<file path="src/rtl/aafd_pkg.sv">
/*
 Shared constants and types for the ancillary function decoder.
 Assumes 16-bit host words, byte addressing and 18-bit host addresses.
*/
`default_nettype none
package aafd_pkg;
    // function codes
    localparam logic [7:0] FC_READ_FACTORY = 8'h02;
    localparam logic [7:0] FC_NOP = 8'h03;
    localparam logic [7:0] FC_READ_STATION = 8'h04;
    localparam logic [7:0] FC_WRITE_STATION = 8'h05;
    localparam logic [7:0] FC_READ_GROUP = 8'h06;
    localparam logic [7:0] FC_WRITE_GROUP = 8'h07;
    localparam logic [7:0] FC_READ_RING = 8'h0A;
    localparam logic [7:0] FC_WRITE_RING = 8'h0B;
    // register port
    localparam logic [3:0] REG_CTRL = 4'h0;
    localparam logic [3:0] REG_CBB_LO = 4'h1;
    localparam logic [3:0] REG_CBB_HI = 4'h2;
    localparam logic [3:0] REG_GROUP_COUNT = 4'h3;
    localparam int CTRL_START_BIT = 0;
    localparam int CTRL_CLEAR_BIT = 1;
    // field masks
    localparam logic [15:0] LOW_WORD_MASK = 16'hFFFE;
    localparam logic [15:0] CBB_HI_MASK = 16'h0003;
    localparam logic [15:0] RING_MASK [6] = '{16'hFFFE, 16'hFF03, 16'hFFFF,
                                             16'hFFFE, 16'hFF03, 16'hFFFF};
    // sizes and steps
    localparam int GROUP_MAX = 10;
    localparam logic [17:0] WORD_STEP = 18'h00002;
    localparam logic [5:0] FETCH_LAST = 6'h03;
    localparam logic [5:0] ADDR_WORDS = 6'h03;
    localparam logic [5:0] RING_WORDS = 6'h06;
    // arbitrary value, bit 0 clear
    localparam logic [47:0] FACTORY_DEFAULT = 48'h02A0_5C31_7E40;

    typedef struct packed {
        logic write;
        logic [17:0] addr;
        logic [15:0] data;
    } aafd_dma_cmd_type;

    typedef struct packed {
        logic [17:0] tx_base;
        logic [7:0] tx_entry_words;
        logic [15:0] tx_entry_count;
        logic [17:0] rx_base;
        logic [7:0] rx_entry_words;
        logic [15:0] receive_ring_entry_count;
    } aafd_ring_spec_type;

    typedef enum logic [2:0] {
        ST_IDLE = 3'b000,
        ST_FETCH = 3'b001,
        ST_EXEC = 3'b011,
        ST_XFER = 3'b010,
        ST_DONE = 3'b110
    } aafd_state_type;
endpackage
`default_nettype wire

</file>
<file path="src/rtl/aafd_decoder.sv">
/*
 Ancillary function decoder: fetches the four-word host command block
 by DMA, runs function codes 2..7, 10 and 11, filters frame addresses.
 Assumes a single-word DMA port on sys_clk that holds off with dma_ack.
*/
// Strobed register access and the address map are this design's own decisions.
// Notes on behaviour
// - code 2 returns factory address
// - factory words at offsets 2, 4, 6
// - factory address fixed, separate from station
// - code 3 does nothing
// - code 4 reads, 5 writes station address
// - frames filtered against station address
// - station words at 2, 4, 6; bit0 zero
// - code 6 reads, 7 writes group table
// - at most ten group entries
// - entry count at offset 4 high byte
// - group write with zero count clears
// - group read truncated to requested count
// - data block base from offsets 2, 4
// - code 10 reads, 11 writes ring spec
// - ring read returns held parameters
// - function code low byte, never altered
`default_nettype none
module aafd_decoder #(
    parameter logic [47:0] FACTORY_ADDRESS = aafd_pkg::FACTORY_DEFAULT,
    parameter int GROUP_ENTRIES = aafd_pkg::GROUP_MAX
) (
    // clock and reset
    input wire logic sys_clk,
    input wire logic rst_n,
    // register port
    input wire logic [3:0] reg_addr,
    input wire logic [15:0] reg_wdata,
    input wire logic reg_wr,
    input wire logic reg_rd,
    output logic [15:0] reg_rdata,
    // host memory dma
    output logic dma_valid,
    output var aafd_pkg::aafd_dma_cmd_type dma_cmd,
    input wire logic dma_ack,
    input wire logic [15:0] dma_rdata,
    // receive filter
    input wire logic frame_dest_valid,
    input wire logic [47:0] frame_dest,
    output logic frame_result_valid,
    output logic frame_accept,
    // held parameters
    output var aafd_pkg::aafd_ring_spec_type ring_spec,
    output logic [47:0] station_address
);
    import aafd_pkg::*;

    aafd_state_type state_reg;
    aafd_dma_cmd_type dma_cmd_reg;
    logic dma_valid_reg;
    logic [15:0] cmd_reg [4];
    logic [15:0] cbb_lo_reg;
    logic [15:0] cbb_hi_reg;
    logic [47:0] sa_reg;
    logic [47:0] grp_reg [GROUP_ENTRIES];
    logic [7:0] grp_count_reg;
    logic [15:0] ring_reg [6];
    logic [5:0] wcnt_reg;
    logic [5:0] len_reg;
    logic [3:0] ent_reg;
    logic [1:0] sub_reg;
    logic done_reg;
    logic err_reg;
    logic [15:0] rdata_reg;
    logic accept_reg;
    logic result_valid_reg;

    // decode wires
    logic [7:0] fc;
    logic [17:0] cbb;
    logic [17:0] host_data_block_base;
    logic [7:0] req_count;
    logic [7:0] grp_req;
    logic [7:0] grp_rd_n;
    logic [47:0] sa_load;
    logic start;
    logic clear_done;
    logic xfer_rd;
    logic exec_go;
    logic [5:0] wcnt_inc;
    logic sub_wrap;
    logic [3:0] ent_nxt;
    logic [1:0] sub_nxt;
    logic [15:0] rd_mux;
    logic [5:0] exec_len;
    logic [17:0] exec_base;
    logic exec_write;
    logic exec_err;
    logic [GROUP_ENTRIES-1:0] grp_hit;
    logic dest_hit;

    assign fc = cmd_reg[0][7:0];
    assign cbb = {cbb_hi_reg[1:0], cbb_lo_reg[15:1], 1'b0};
    assign host_data_block_base = {cmd_reg[2][1:0], cmd_reg[1][15:1], 1'b0};
    assign req_count = cmd_reg[2][15:8];
    assign grp_req = (req_count > 8'(GROUP_ENTRIES)) ? 8'(GROUP_ENTRIES) : req_count;
    assign grp_rd_n = (grp_req < grp_count_reg) ? grp_req : grp_count_reg;
    // bit 0 dropped even if the host sets it
    assign sa_load = {cmd_reg[3], cmd_reg[2], cmd_reg[1] & LOW_WORD_MASK};
    assign start = reg_wr && reg_addr == REG_CTRL && reg_wdata[CTRL_START_BIT] && state_reg == ST_IDLE;
    assign clear_done = reg_wr && reg_addr == REG_CTRL && reg_wdata[CTRL_CLEAR_BIT];
    assign xfer_rd = state_reg == ST_XFER && dma_ack && !dma_cmd_reg.write;
    assign exec_go = state_reg == ST_EXEC;
    assign wcnt_inc = 6'(wcnt_reg + 6'h01);
    assign sub_wrap = sub_reg == 2'h2;
    assign ent_nxt = sub_wrap ? 4'(ent_reg + 4'h1) : ent_reg;
    assign sub_nxt = sub_wrap ? 2'h0 : 2'(sub_reg + 2'h1);

    function automatic logic [15:0] word_of(input logic [47:0] a, input logic [1:0] i);
        word_of = (i == 2'h0) ? a[15:0] : (i == 2'h1) ? a[31:16] : a[47:32];
    endfunction

    // outgoing word for write-back index w, group entry e, word s
    function automatic logic [15:0] src_word(input logic [5:0] w, input logic [3:0] e,
                                             input logic [1:0] s);
        logic [47:0] ent;
        ent = (int'(e) < GROUP_ENTRIES) ? grp_reg[e] : 48'h0000_0000_0000;
        case (fc)
            FC_READ_FACTORY: src_word = word_of(FACTORY_ADDRESS, w[1:0]);
            FC_READ_STATION: src_word = word_of(sa_reg, w[1:0]);
            FC_READ_GROUP: src_word = word_of(ent, s);
            FC_READ_RING: src_word = (w < RING_WORDS) ? ring_reg[w[2:0]] : 16'h0000;
            default: src_word = 16'h0000;
        endcase
    endfunction

    always_comb begin
        exec_len = 6'h00;
        exec_base = host_data_block_base;
        exec_write = 1'b0;
        exec_err = 1'b0;
        case (fc)
            FC_READ_FACTORY, FC_READ_STATION: begin
                // results go after the code word, which stays untouched
                exec_len = ADDR_WORDS;
                exec_base = 18'(cbb + WORD_STEP);
                exec_write = 1'b1;
            end
            FC_NOP, FC_WRITE_STATION: begin
                exec_len = 6'h00;
            end
            FC_READ_GROUP: begin
                exec_len = 6'(grp_rd_n * 3);
                exec_write = 1'b1;
            end
            FC_WRITE_GROUP: begin
                exec_len = 6'(grp_req * 3);
            end
            FC_READ_RING: begin
                exec_len = RING_WORDS;
                exec_write = 1'b1;
            end
            FC_WRITE_RING: begin
                exec_len = RING_WORDS;
            end
            default: begin
                exec_err = 1'b1;
            end
        endcase
    end

    // sequencer: fetch four words, decode, move the data block
    always_ff @(posedge sys_clk) begin
        if (!rst_n) begin
            state_reg <= ST_IDLE;
            wcnt_reg <= 6'h00;
            len_reg <= 6'h00;
            ent_reg <= 4'h0;
            sub_reg <= 2'h0;
            dma_valid_reg <= 1'b0;
            dma_cmd_reg <= '0;
        end else begin
            case (state_reg)
                ST_IDLE: begin
                    if (start) begin
                        state_reg <= ST_FETCH;
                        wcnt_reg <= 6'h00;
                        dma_valid_reg <= 1'b1;
                        dma_cmd_reg <= '{write: 1'b0, addr: cbb, data: 16'h0000};
                    end
                end
                ST_FETCH: begin
                    if (dma_ack && wcnt_reg == FETCH_LAST) begin
                        state_reg <= ST_EXEC;
                        dma_valid_reg <= 1'b0;
                    end else if (dma_ack) begin
                        wcnt_reg <= wcnt_inc;
                        dma_cmd_reg.addr <= 18'(dma_cmd_reg.addr + WORD_STEP);
                    end
                end
                ST_EXEC: begin
                    wcnt_reg <= 6'h00;
                    ent_reg <= 4'h0;
                    sub_reg <= 2'h0;
                    len_reg <= exec_len;
                    if (exec_len == 6'h00) begin
                        state_reg <= ST_DONE;
                    end else begin
                        state_reg <= ST_XFER;
                        dma_valid_reg <= 1'b1;
                        dma_cmd_reg <= '{write: exec_write, addr: exec_base, data: src_word(6'h00, 4'h0, 2'h0)};
                    end
                end
                ST_XFER: begin
                    // done only after the last word is taken
                    if (dma_ack && wcnt_inc == len_reg) begin
                        state_reg <= ST_DONE;
                        dma_valid_reg <= 1'b0;
                    end else if (dma_ack) begin
                        wcnt_reg <= wcnt_inc;
                        ent_reg <= ent_nxt;
                        sub_reg <= sub_nxt;
                        dma_cmd_reg.addr <= 18'(dma_cmd_reg.addr + WORD_STEP);
                        dma_cmd_reg.data <= src_word(wcnt_inc, ent_nxt, sub_nxt);
                    end
                end
                ST_DONE: begin
                    state_reg <= ST_IDLE;
                end
                default: begin
                    state_reg <= ST_IDLE;
                end
            endcase
        end
    end

    always_ff @(posedge sys_clk) begin
        if (!rst_n) begin
            cmd_reg <= '{default: 16'h0000};
        end else if (state_reg == ST_FETCH && dma_ack) begin
            cmd_reg[wcnt_reg[1:0]] <= dma_rdata;
        end
    end

    // reset loads the factory value; later only code 5 changes it
    always_ff @(posedge sys_clk) begin
        if (!rst_n) begin
            sa_reg <= FACTORY_ADDRESS;
        end else if (exec_go && fc == FC_WRITE_STATION) begin
            sa_reg <= sa_load;
        end
    end

    always_ff @(posedge sys_clk) begin
        if (!rst_n) begin
            grp_count_reg <= 8'h00;
            grp_reg <= '{default: 48'h0000_0000_0000};
        end else if (exec_go && fc == FC_WRITE_GROUP) begin
            // whole table wiped, so a zero count leaves nothing behind
            grp_count_reg <= grp_req;
            grp_reg <= '{default: 48'h0000_0000_0000};
        end else if (xfer_rd && fc == FC_WRITE_GROUP) begin
            grp_reg[ent_reg][16*sub_reg +: 16] <= dma_rdata;
        end
    end

    always_ff @(posedge sys_clk) begin
        if (!rst_n) begin
            ring_reg <= '{default: 16'h0000};
        end else if (xfer_rd && fc == FC_WRITE_RING) begin
            ring_reg[wcnt_reg[2:0]] <= dma_rdata & RING_MASK[wcnt_reg[2:0]];
        end
    end

    // register port
    always_comb begin
        case (reg_addr)
            REG_CTRL: rd_mux = {fc, 5'h00, err_reg, done_reg, state_reg != ST_IDLE};
            REG_CBB_LO: rd_mux = cbb_lo_reg;
            REG_CBB_HI: rd_mux = cbb_hi_reg;
            REG_GROUP_COUNT: rd_mux = {8'h00, grp_count_reg};
            default: rd_mux = 16'h0000;
        endcase
    end

    always_ff @(posedge sys_clk) begin
        if (!rst_n) begin
            cbb_lo_reg <= 16'h0000;
            cbb_hi_reg <= 16'h0000;
            done_reg <= 1'b0;
            err_reg <= 1'b0;
            rdata_reg <= 16'h0000;
        end else begin
            // base frozen while a command runs
            if (reg_wr && reg_addr == REG_CBB_LO && state_reg == ST_IDLE) begin
                cbb_lo_reg <= reg_wdata & LOW_WORD_MASK;
            end
            if (reg_wr && reg_addr == REG_CBB_HI && state_reg == ST_IDLE) begin
                cbb_hi_reg <= reg_wdata & CBB_HI_MASK;
            end
            // set wins over a clear in the same cycle
            if (state_reg == ST_DONE) begin
                done_reg <= 1'b1;
            end else if (clear_done) begin
                done_reg <= 1'b0;
            end
            if (exec_go && exec_err) begin
                err_reg <= 1'b1;
            end else if (clear_done) begin
                err_reg <= 1'b0;
            end
            rdata_reg <= reg_rd ? rd_mux : 16'h0000;
        end
    end

    // frame filter
    generate
        for (genvar g = 0; g < GROUP_ENTRIES; g++) begin : g_grp
            assign grp_hit[g] = (8'(g) < grp_count_reg) && (grp_reg[g] == frame_dest);
        end
    endgenerate
    assign dest_hit = (frame_dest == sa_reg) || (|grp_hit);

    always_ff @(posedge sys_clk) begin
        if (!rst_n) begin
            result_valid_reg <= 1'b0;
            accept_reg <= 1'b0;
        end else begin
            result_valid_reg <= frame_dest_valid;
            accept_reg <= frame_dest_valid && dest_hit;
        end
    end

    assign reg_rdata = rdata_reg;
    assign dma_valid = dma_valid_reg;
    assign dma_cmd = dma_cmd_reg;
    assign frame_result_valid = result_valid_reg;
    assign frame_accept = accept_reg;
    assign station_address = sa_reg;
    assign ring_spec = '{tx_base: {ring_reg[1][1:0], ring_reg[0][15:1], 1'b0},
                         tx_entry_words: ring_reg[1][15:8],
                         tx_entry_count: ring_reg[2],
                         rx_base: {ring_reg[4][1:0], ring_reg[3][15:1], 1'b0},
                         rx_entry_words: ring_reg[4][15:8],
                         receive_ring_entry_count: ring_reg[5]};
endmodule
`default_nettype wire

</file>
<file path="config.mk">
export PLATFORM = sky130hd
export DESIGN_NAME = aafd_decoder
export DESIGN_NICKNAME = d
export VERILOG_FILES = /design/src/rtl/aafd_pkg.sv /design/src/rtl/aafd_decoder.sv
export SDC_FILE = /design/constraint.sdc
export NUM_CORES = 2
export LEC_CHECK = 0
export BUFFER_PORTS_ARGS = -buffer_cell sky130_fd_sc_hd__buf_2
export CAP_MARGIN = 25
export CORE_ASPECT_RATIO = 1.1
export CORE_MARGIN = 2
export CORE_UTILIZATION = 40
export CTS_BUF_LIST = sky130_fd_sc_hd__clkbuf_16
export DETAILED_ROUTE_END_ITERATION = 12
export PLACE_DENSITY = 0.56
export SETUP_SLACK_MARGIN = 0.05
export SLEW_MARGIN = 20
export SYNTH_ARGS = -nofsm -noshare
export SYNTH_HDL_FRONTEND = slang
export SYNTH_SLANG_ARGS = --single-unit
</file>
<file path="constraint.sdc">
create_clock -name sys_clk -period 13.2 [get_ports sys_clk]
set_input_delay 1.98 -clock sys_clk [delete_from_list [all_inputs] [get_ports sys_clk]]
set_output_delay 1.98 -clock sys_clk [all_outputs]
set_load 0.01 [all_outputs]
</file>
== After elaboration in Yosys (flattened, before gate mapping) ==
Memory sizes are Yosys's and may differ from the RTL's.
Index checks and enable logic that the tools add are counted.

* Bits in registers: 789
* Memory bits (read-only): 128
* Input port bits: 90
* Output and inout bits: 186
* Logic and storage cells: 246
* Memories kept: 1

{| class="wikitable"
|+ Memory list
! name !! depth !! bits a word !! read ports !! clocked after Yosys merged registers in !! write ports !! line !! RTL
|-
| (no name shown) || 8 || 16 || 1 || 0 || 0 || aafd_decoder.sv:267 || <nowiki>ring_reg[wcnt_reg[2:0]] <= dma_rdata & RING_MASK[wcnt_reg[2:0]];</nowiki>
|}

* Add/sub/neg operators: 6
* $mul: 2
* $lt $le $gt $ge: 22
* Equal/unequal tests: 39
* Shift operators: 2
* Mux-type cells: 69
* Bitwise operators: 7
* Reductions and logical operators: 60

{| class="wikitable"
|+ Operator list
! operator !! number
|-
| $eq 48x48->1 || 11
|-
| $bwmux 480 || 1
|-
| $bmux 48 s4 || 1
|-
| $demux 48 s4 || 1
|-
| $mux 48 || 4
|-
| $pmux 16 s4 || 3
|-
| $mux 16 || 11
|-
| $bwmux 96 || 1
|-
| $pmux 18 s4 || 1
|-
| $mux 35 || 2
|-
| $mux 34 || 2
|-
| $bwmux 64 || 1
|-
| $mux 18 || 3
|-
| $bmux 16 s3 || 1
|-
| $demux 16 s3 || 1
|-
| $pmux 16 s3 || 1
|-
| $pmux 6 s4 || 2
|-
| $shift 16x34->48 const A || 1
|-
| $shiftx 16x34->48 || 1
|-
| $add 18x2->18 const B || 2
|-
| $neg 6->34 || 1
|-
| $demux 16 s2 || 1
|-
| $eq 8x3->1 const B || 4
|-
| $logic_and 1x1->1 || 32
|-
| 66 further kinds || 118
|}

== Logic depth before layout (Yosys ltp) ==
* Depth in word-level cells: 13
* Mapped depth: 23

== Least setup slack after synthesis ==
No wires, ideal clock.

* Path type: reg-to-reg
* Start: reg cmd_reg[31] (netlist name)
* End: reg dma_cmd_reg, in the netlist dma_cmd[0]
* Arrival time: 4.767 ns
* Required time: 13.083 ns
* Path slack: 8.316 ns
* Cell stages (with the launch flop): 21
* Path buffers: 1
* Path through: dfxtp_1 > or4_4 > a211oi_1 > inv_1 > ha_1 > a21oi_1 > o21ai_0 > o21a_1 > nor2_1 > o21ai_0 > ha_1 > ha_1 > a31oi_1 > o21ai_1 > o311a_1 > a211o_1 > a31o_4 > nor3_4 > nor3_2 > buf_6 > a22o_1

* Longest elaborated chain between the ends: 9

{| class="wikitable"
|+ Ends and longest elaborated chain
! what !! line !! RTL
|-
| start: declaration || aafd_decoder.sv:57 || <nowiki>logic [15:0] cmd_reg [4];</nowiki>
|-
| start signal: indexed assignment || aafd_decoder.sv:237 || <nowiki>cmd_reg[wcnt_reg[1:0]] <= dma_rdata;</nowiki>
|-
| $gt 8x4->1 * || aafd_decoder.sv:102 || <nowiki>assign grp_req = (req_count > 8'(GROUP_ENTRIES)) ? 8'(GROUP_ENTRIES) : req_count;</nowiki>
|-
| $mux 8 * || aafd_decoder.sv:102 ||
|-
| net grp_req[1] || aafd_decoder.sv:79 || <nowiki>logic [7:0] grp_req;</nowiki>
|-
| $lt 8x8->1 || aafd_decoder.sv:103 || <nowiki>assign grp_rd_n = (grp_req < grp_count_reg) ? grp_req : grp_count_reg;</nowiki>
|-
| $mux 8 || aafd_decoder.sv:103 ||
|-
| $mul 8x2->6 || aafd_decoder.sv:149 || <nowiki>exec_len = 6'(grp_rd_n * 3);</nowiki>
|-
| $pmux 6 s4 * || aafd_decoder.sv:138 || <nowiki>case (fc)</nowiki>
|-
| $logic_not 6->1 * || aafd_decoder.sv:202 || <nowiki>if (exec_len == 6'h00) begin</nowiki>
|-
| $ne 2x2->1 (no source line) * || n/a ||
|-
| $reduce_and 5->1 (no source line) * || n/a ||
|-
| end signal: assignment || aafd_decoder.sv:185 || <nowiki>dma_cmd_reg <= '{write: 1'b0, addr: cbb, data: 16'h0000};</nowiki>
|-
| end signal: assignment || aafd_decoder.sv:207 || <nowiki>dma_cmd_reg <= '{write: exec_write, addr: exec_base, data: src_word(6'h00, 4'h0, 2'h0)};</nowiki>
|-
| end: declaration || aafd_decoder.sv:55 || <nowiki>aafd_dma_cmd_type dma_cmd_reg;</nowiki>
|}

Mark *: on every way through the listed nets, which the timed path passes. The rest lies on a longest branch.
A chain may end at the register's enable or synchronous reset.

== Worst setup path in the final report ==
* Start: reg cmd_reg[31] (netlist name)
* End: reg dma_cmd_reg, in the netlist dma_cmd[9]

Same word-level chain as after synthesis.

==> qor.yml <==
met1_length_mm: 78.2
async_reset_ff_share_pct: 0
reg2reg_from: "cmd_reg[31]"
dr_total_vias: 41200
num-fill-cells: 10600
synth-compound-area-share_pct: 13.5
nets: 5267
ys_types: 91
dr.pass1.iters: 8
synth_simple_gate_area_share_pct: 20.5
yosysTopAreaCellShare_pct: 36.9
drc: 0
htreeDepth: 3
crit_arrival_ps: 6590
worstSetupEndpointType: "register"
drt_iter0_markers: 6026
hp-start: "cmd_reg[1]"
outcome: "finished clean"
hold_viol: 0
synth_edf_count: 0
comb_power_share_pct: 6.3
yosysWarnings: 0
globalplace.congestion: 1.11
power.switching_w: 0.00138
rows: 125
startpoint: "cmd_reg[31]"
rsz0062_at_grt: "no"
start_util_pct: 40.2
avgSynthCellArea_um2: 8.11
power_w: 0.00527
wirelength_mm: 221
crit_fanout: 18
hold_buffers: 0
clkPwrFrac_pct: 49.0
yosysTopAreaCell: "dfxtp_1"
synth_xor_area_share_pct: 11.8
ioPinCount: 276
fin_crit_sh_pct: 45.0
clock_sinks: 779
top_layer_used: "met5"
ir_worst_vdd_mv: 0.0851
clk_pin_slew_ps: 60
critPathKind: "reg2reg"
grt_util_all_layers_pct: 39.8
synth_flop_cell: "dfxtp_1"
final_util_pct: 44.6
drv_slew: 0
final_cell_mix: "1,327 x nand2_1, 778 x dfxtp_1, 723 x a21oi_1, 328 x xor2_1, 271 x buf_2"
hold_path_class: "reg2reg"
dp_hpwl_mm: 156
synth_top_cells_by_area: "dfxtp_1 37%, nand2_1 12%, a21oi_1 8.6%"
max_freq_ghz: 0.169
largest_reg_flops: 480
clk_path_buf_depth: 3
fin_ws_ps: 7270
synth.area.mux_share_pct: 10.6
ys_seq_area_share_pct: 36.9
setup_viol: 0
p_int_w: 0.00389
cts_root_buffer: "clkbuf_16"
dieArea_um2: 108000
power_density_nw_per_um2: 112
period_minus_slack_ps: 5930
layout_commonest_cell: "nand2_1"
p_leak_nw: 17.1
tns_ps: 0
core_area_um2: 105000
maxCapViolations: 0
wl_per_cell_um: 33.3
crit_required_ps: 13860
yosys.area_share.adder_pct: 0.996
cts_tree: "yes"
netSwitchingFraction_pct: 26.2
grt_pass1_vias: 37400
grt_max_degree: 198
place_ws_ps: 7280
cts_resized: 0
clk_latency_ps: 720
syn-cell-area_um2: 42200
worst_setup_path_start_kind: "register"
grt_pass1_wl_mm: 302
synth_cells: 5207
synth_seq_cells: 779
cts_setup_buffers: 0
die_h_um: 345
met3_length_mm: 25.7
grt_antenna_before_repair: 25
synth_top_family_by_area: "simple AND/OR/NAND/NOR gates"
route.met2.wl_mm: 93.1
finalClockSkew_ps: 43.0
syn_to_final_growth_pct: 11.1
drive_above_1_share_pct: 13.1
numCtsBuffers: 88
ant_nets: 0
power_frac_seq_pct: 44.7
avgViaCountPerCell: 6.23
die_w_um: 314
overflow: 0
relSlewSlack_pct: 6.98
portBuffers: 271
worst_slew_pin_slew_ps: 1400
## metrics by stage
stage,area [µm²],hold slack (ps),std cells
final,46900,451,6622
after global placement,43700,438,6441
after floorplan,42300,432,5215
after CTS,46600,454,6604
after detailed placement,43700,444,6443
after global routing,46900,472,6617
## critical path, cell delays in order, from the launching register on
cell	delay, ps
dfxtp_1	330
or4_4	600
a211oi_1	510
inv_1	170
ha_1	330
a21oi_1	160
o21ai_0	140
o21a_1	290
nor2_1	290
nand2_1	90
o21ai_0	80
ha_1	280
ha_1	380
nor3_1	80
a21oi_1	170
xnor2_1	140
o211ai_1	150
a211o_1	350
a31oi_4	190
nand3_4	270
a41oi_4	590
a22o_1	250
## final timing paths
check | endpoint | slack [ps] | cells past startpoint
hold / removal | station_address[33] | 450 | 2
hold reg to reg | station_address[33] | 450 | 2
setup reg to reg | dma_cmd[9] | 7270 | 21
setup / recovery | dma_cmd[9] | 7270 | 21
## Yosys cell counts, types with 5 or more instances
library cell,instances
o22ai_1,7
nor2b_1,9
nand3b_1,5
ha_1,32
a211oi_2,9
xor2_1,331
o21ai_1,6
and2_1,59
and3_1,27
nand3_1,96
buf_2,46
nor3_1,30
a31oi_1,10
nand4_1,86
mux2i_1,152
o221ai_1,40
xnor2_1,236
a221o_1,8
mux4_2,128
nor2_1,243
nand2_1,1329
a222oi_1,17
a22oi_1,17
a211oi_1,5
inv_1,30
o21ai_0,70
a221oi_1,5
and4_1,6
a22o_1,17
a21oi_1,724
nand2b_1,5
clkbuf_1,290
buf_4,86
buf_1,72
nor4_1,99
o211ai_1,17
dfxtp_1,779
## kinds of logic (layout without fill, tap and decap cells)
logic type	count (synthesis)	after routing
AND/OR/NAND/NOR	2021	2021
multiplexers	285	285
other	1	19
buffers and inverters	528	528
AO/OA/AOI/OAI	992	992
adder cells (fa/ha/maj)	33	33
XOR/XNOR	568	568
flip-flops	779	779
## power by group through the flow
stage	clock network (W)	registers (W)	logic (W)
CTS	0.00258	0.00236	0.000301
finish	0.00258	0.00236	0.000332
global route	0.00267	0.00236	0.000326
floorplan	0	0.00241	0.000153
global placement	0	0.00241	0.000302
detailed placement	0	0.00241	0.000300
## layout make-up
cell class,count,area (µm²),share of cell area (%)
multi-input combinational,3908,24500,52.3
sequential,779,15600,33.3
clock buffer,91,2280,4.86
timing repair buffer,336,1950,4.17
tap,1397,1750,3.73
clock inverter,70,658,1.40
inverter,31,121,0.259
antenna,10,25.0,0.0534
## layer usage
layer	vias up	track usage (%)
li1	17600	-
met2	2966	58.5
met4	20	35.5
met5	-	0
met3	835	12.2
met1	19800	46.9
Power figures use the tool's default switching activity.
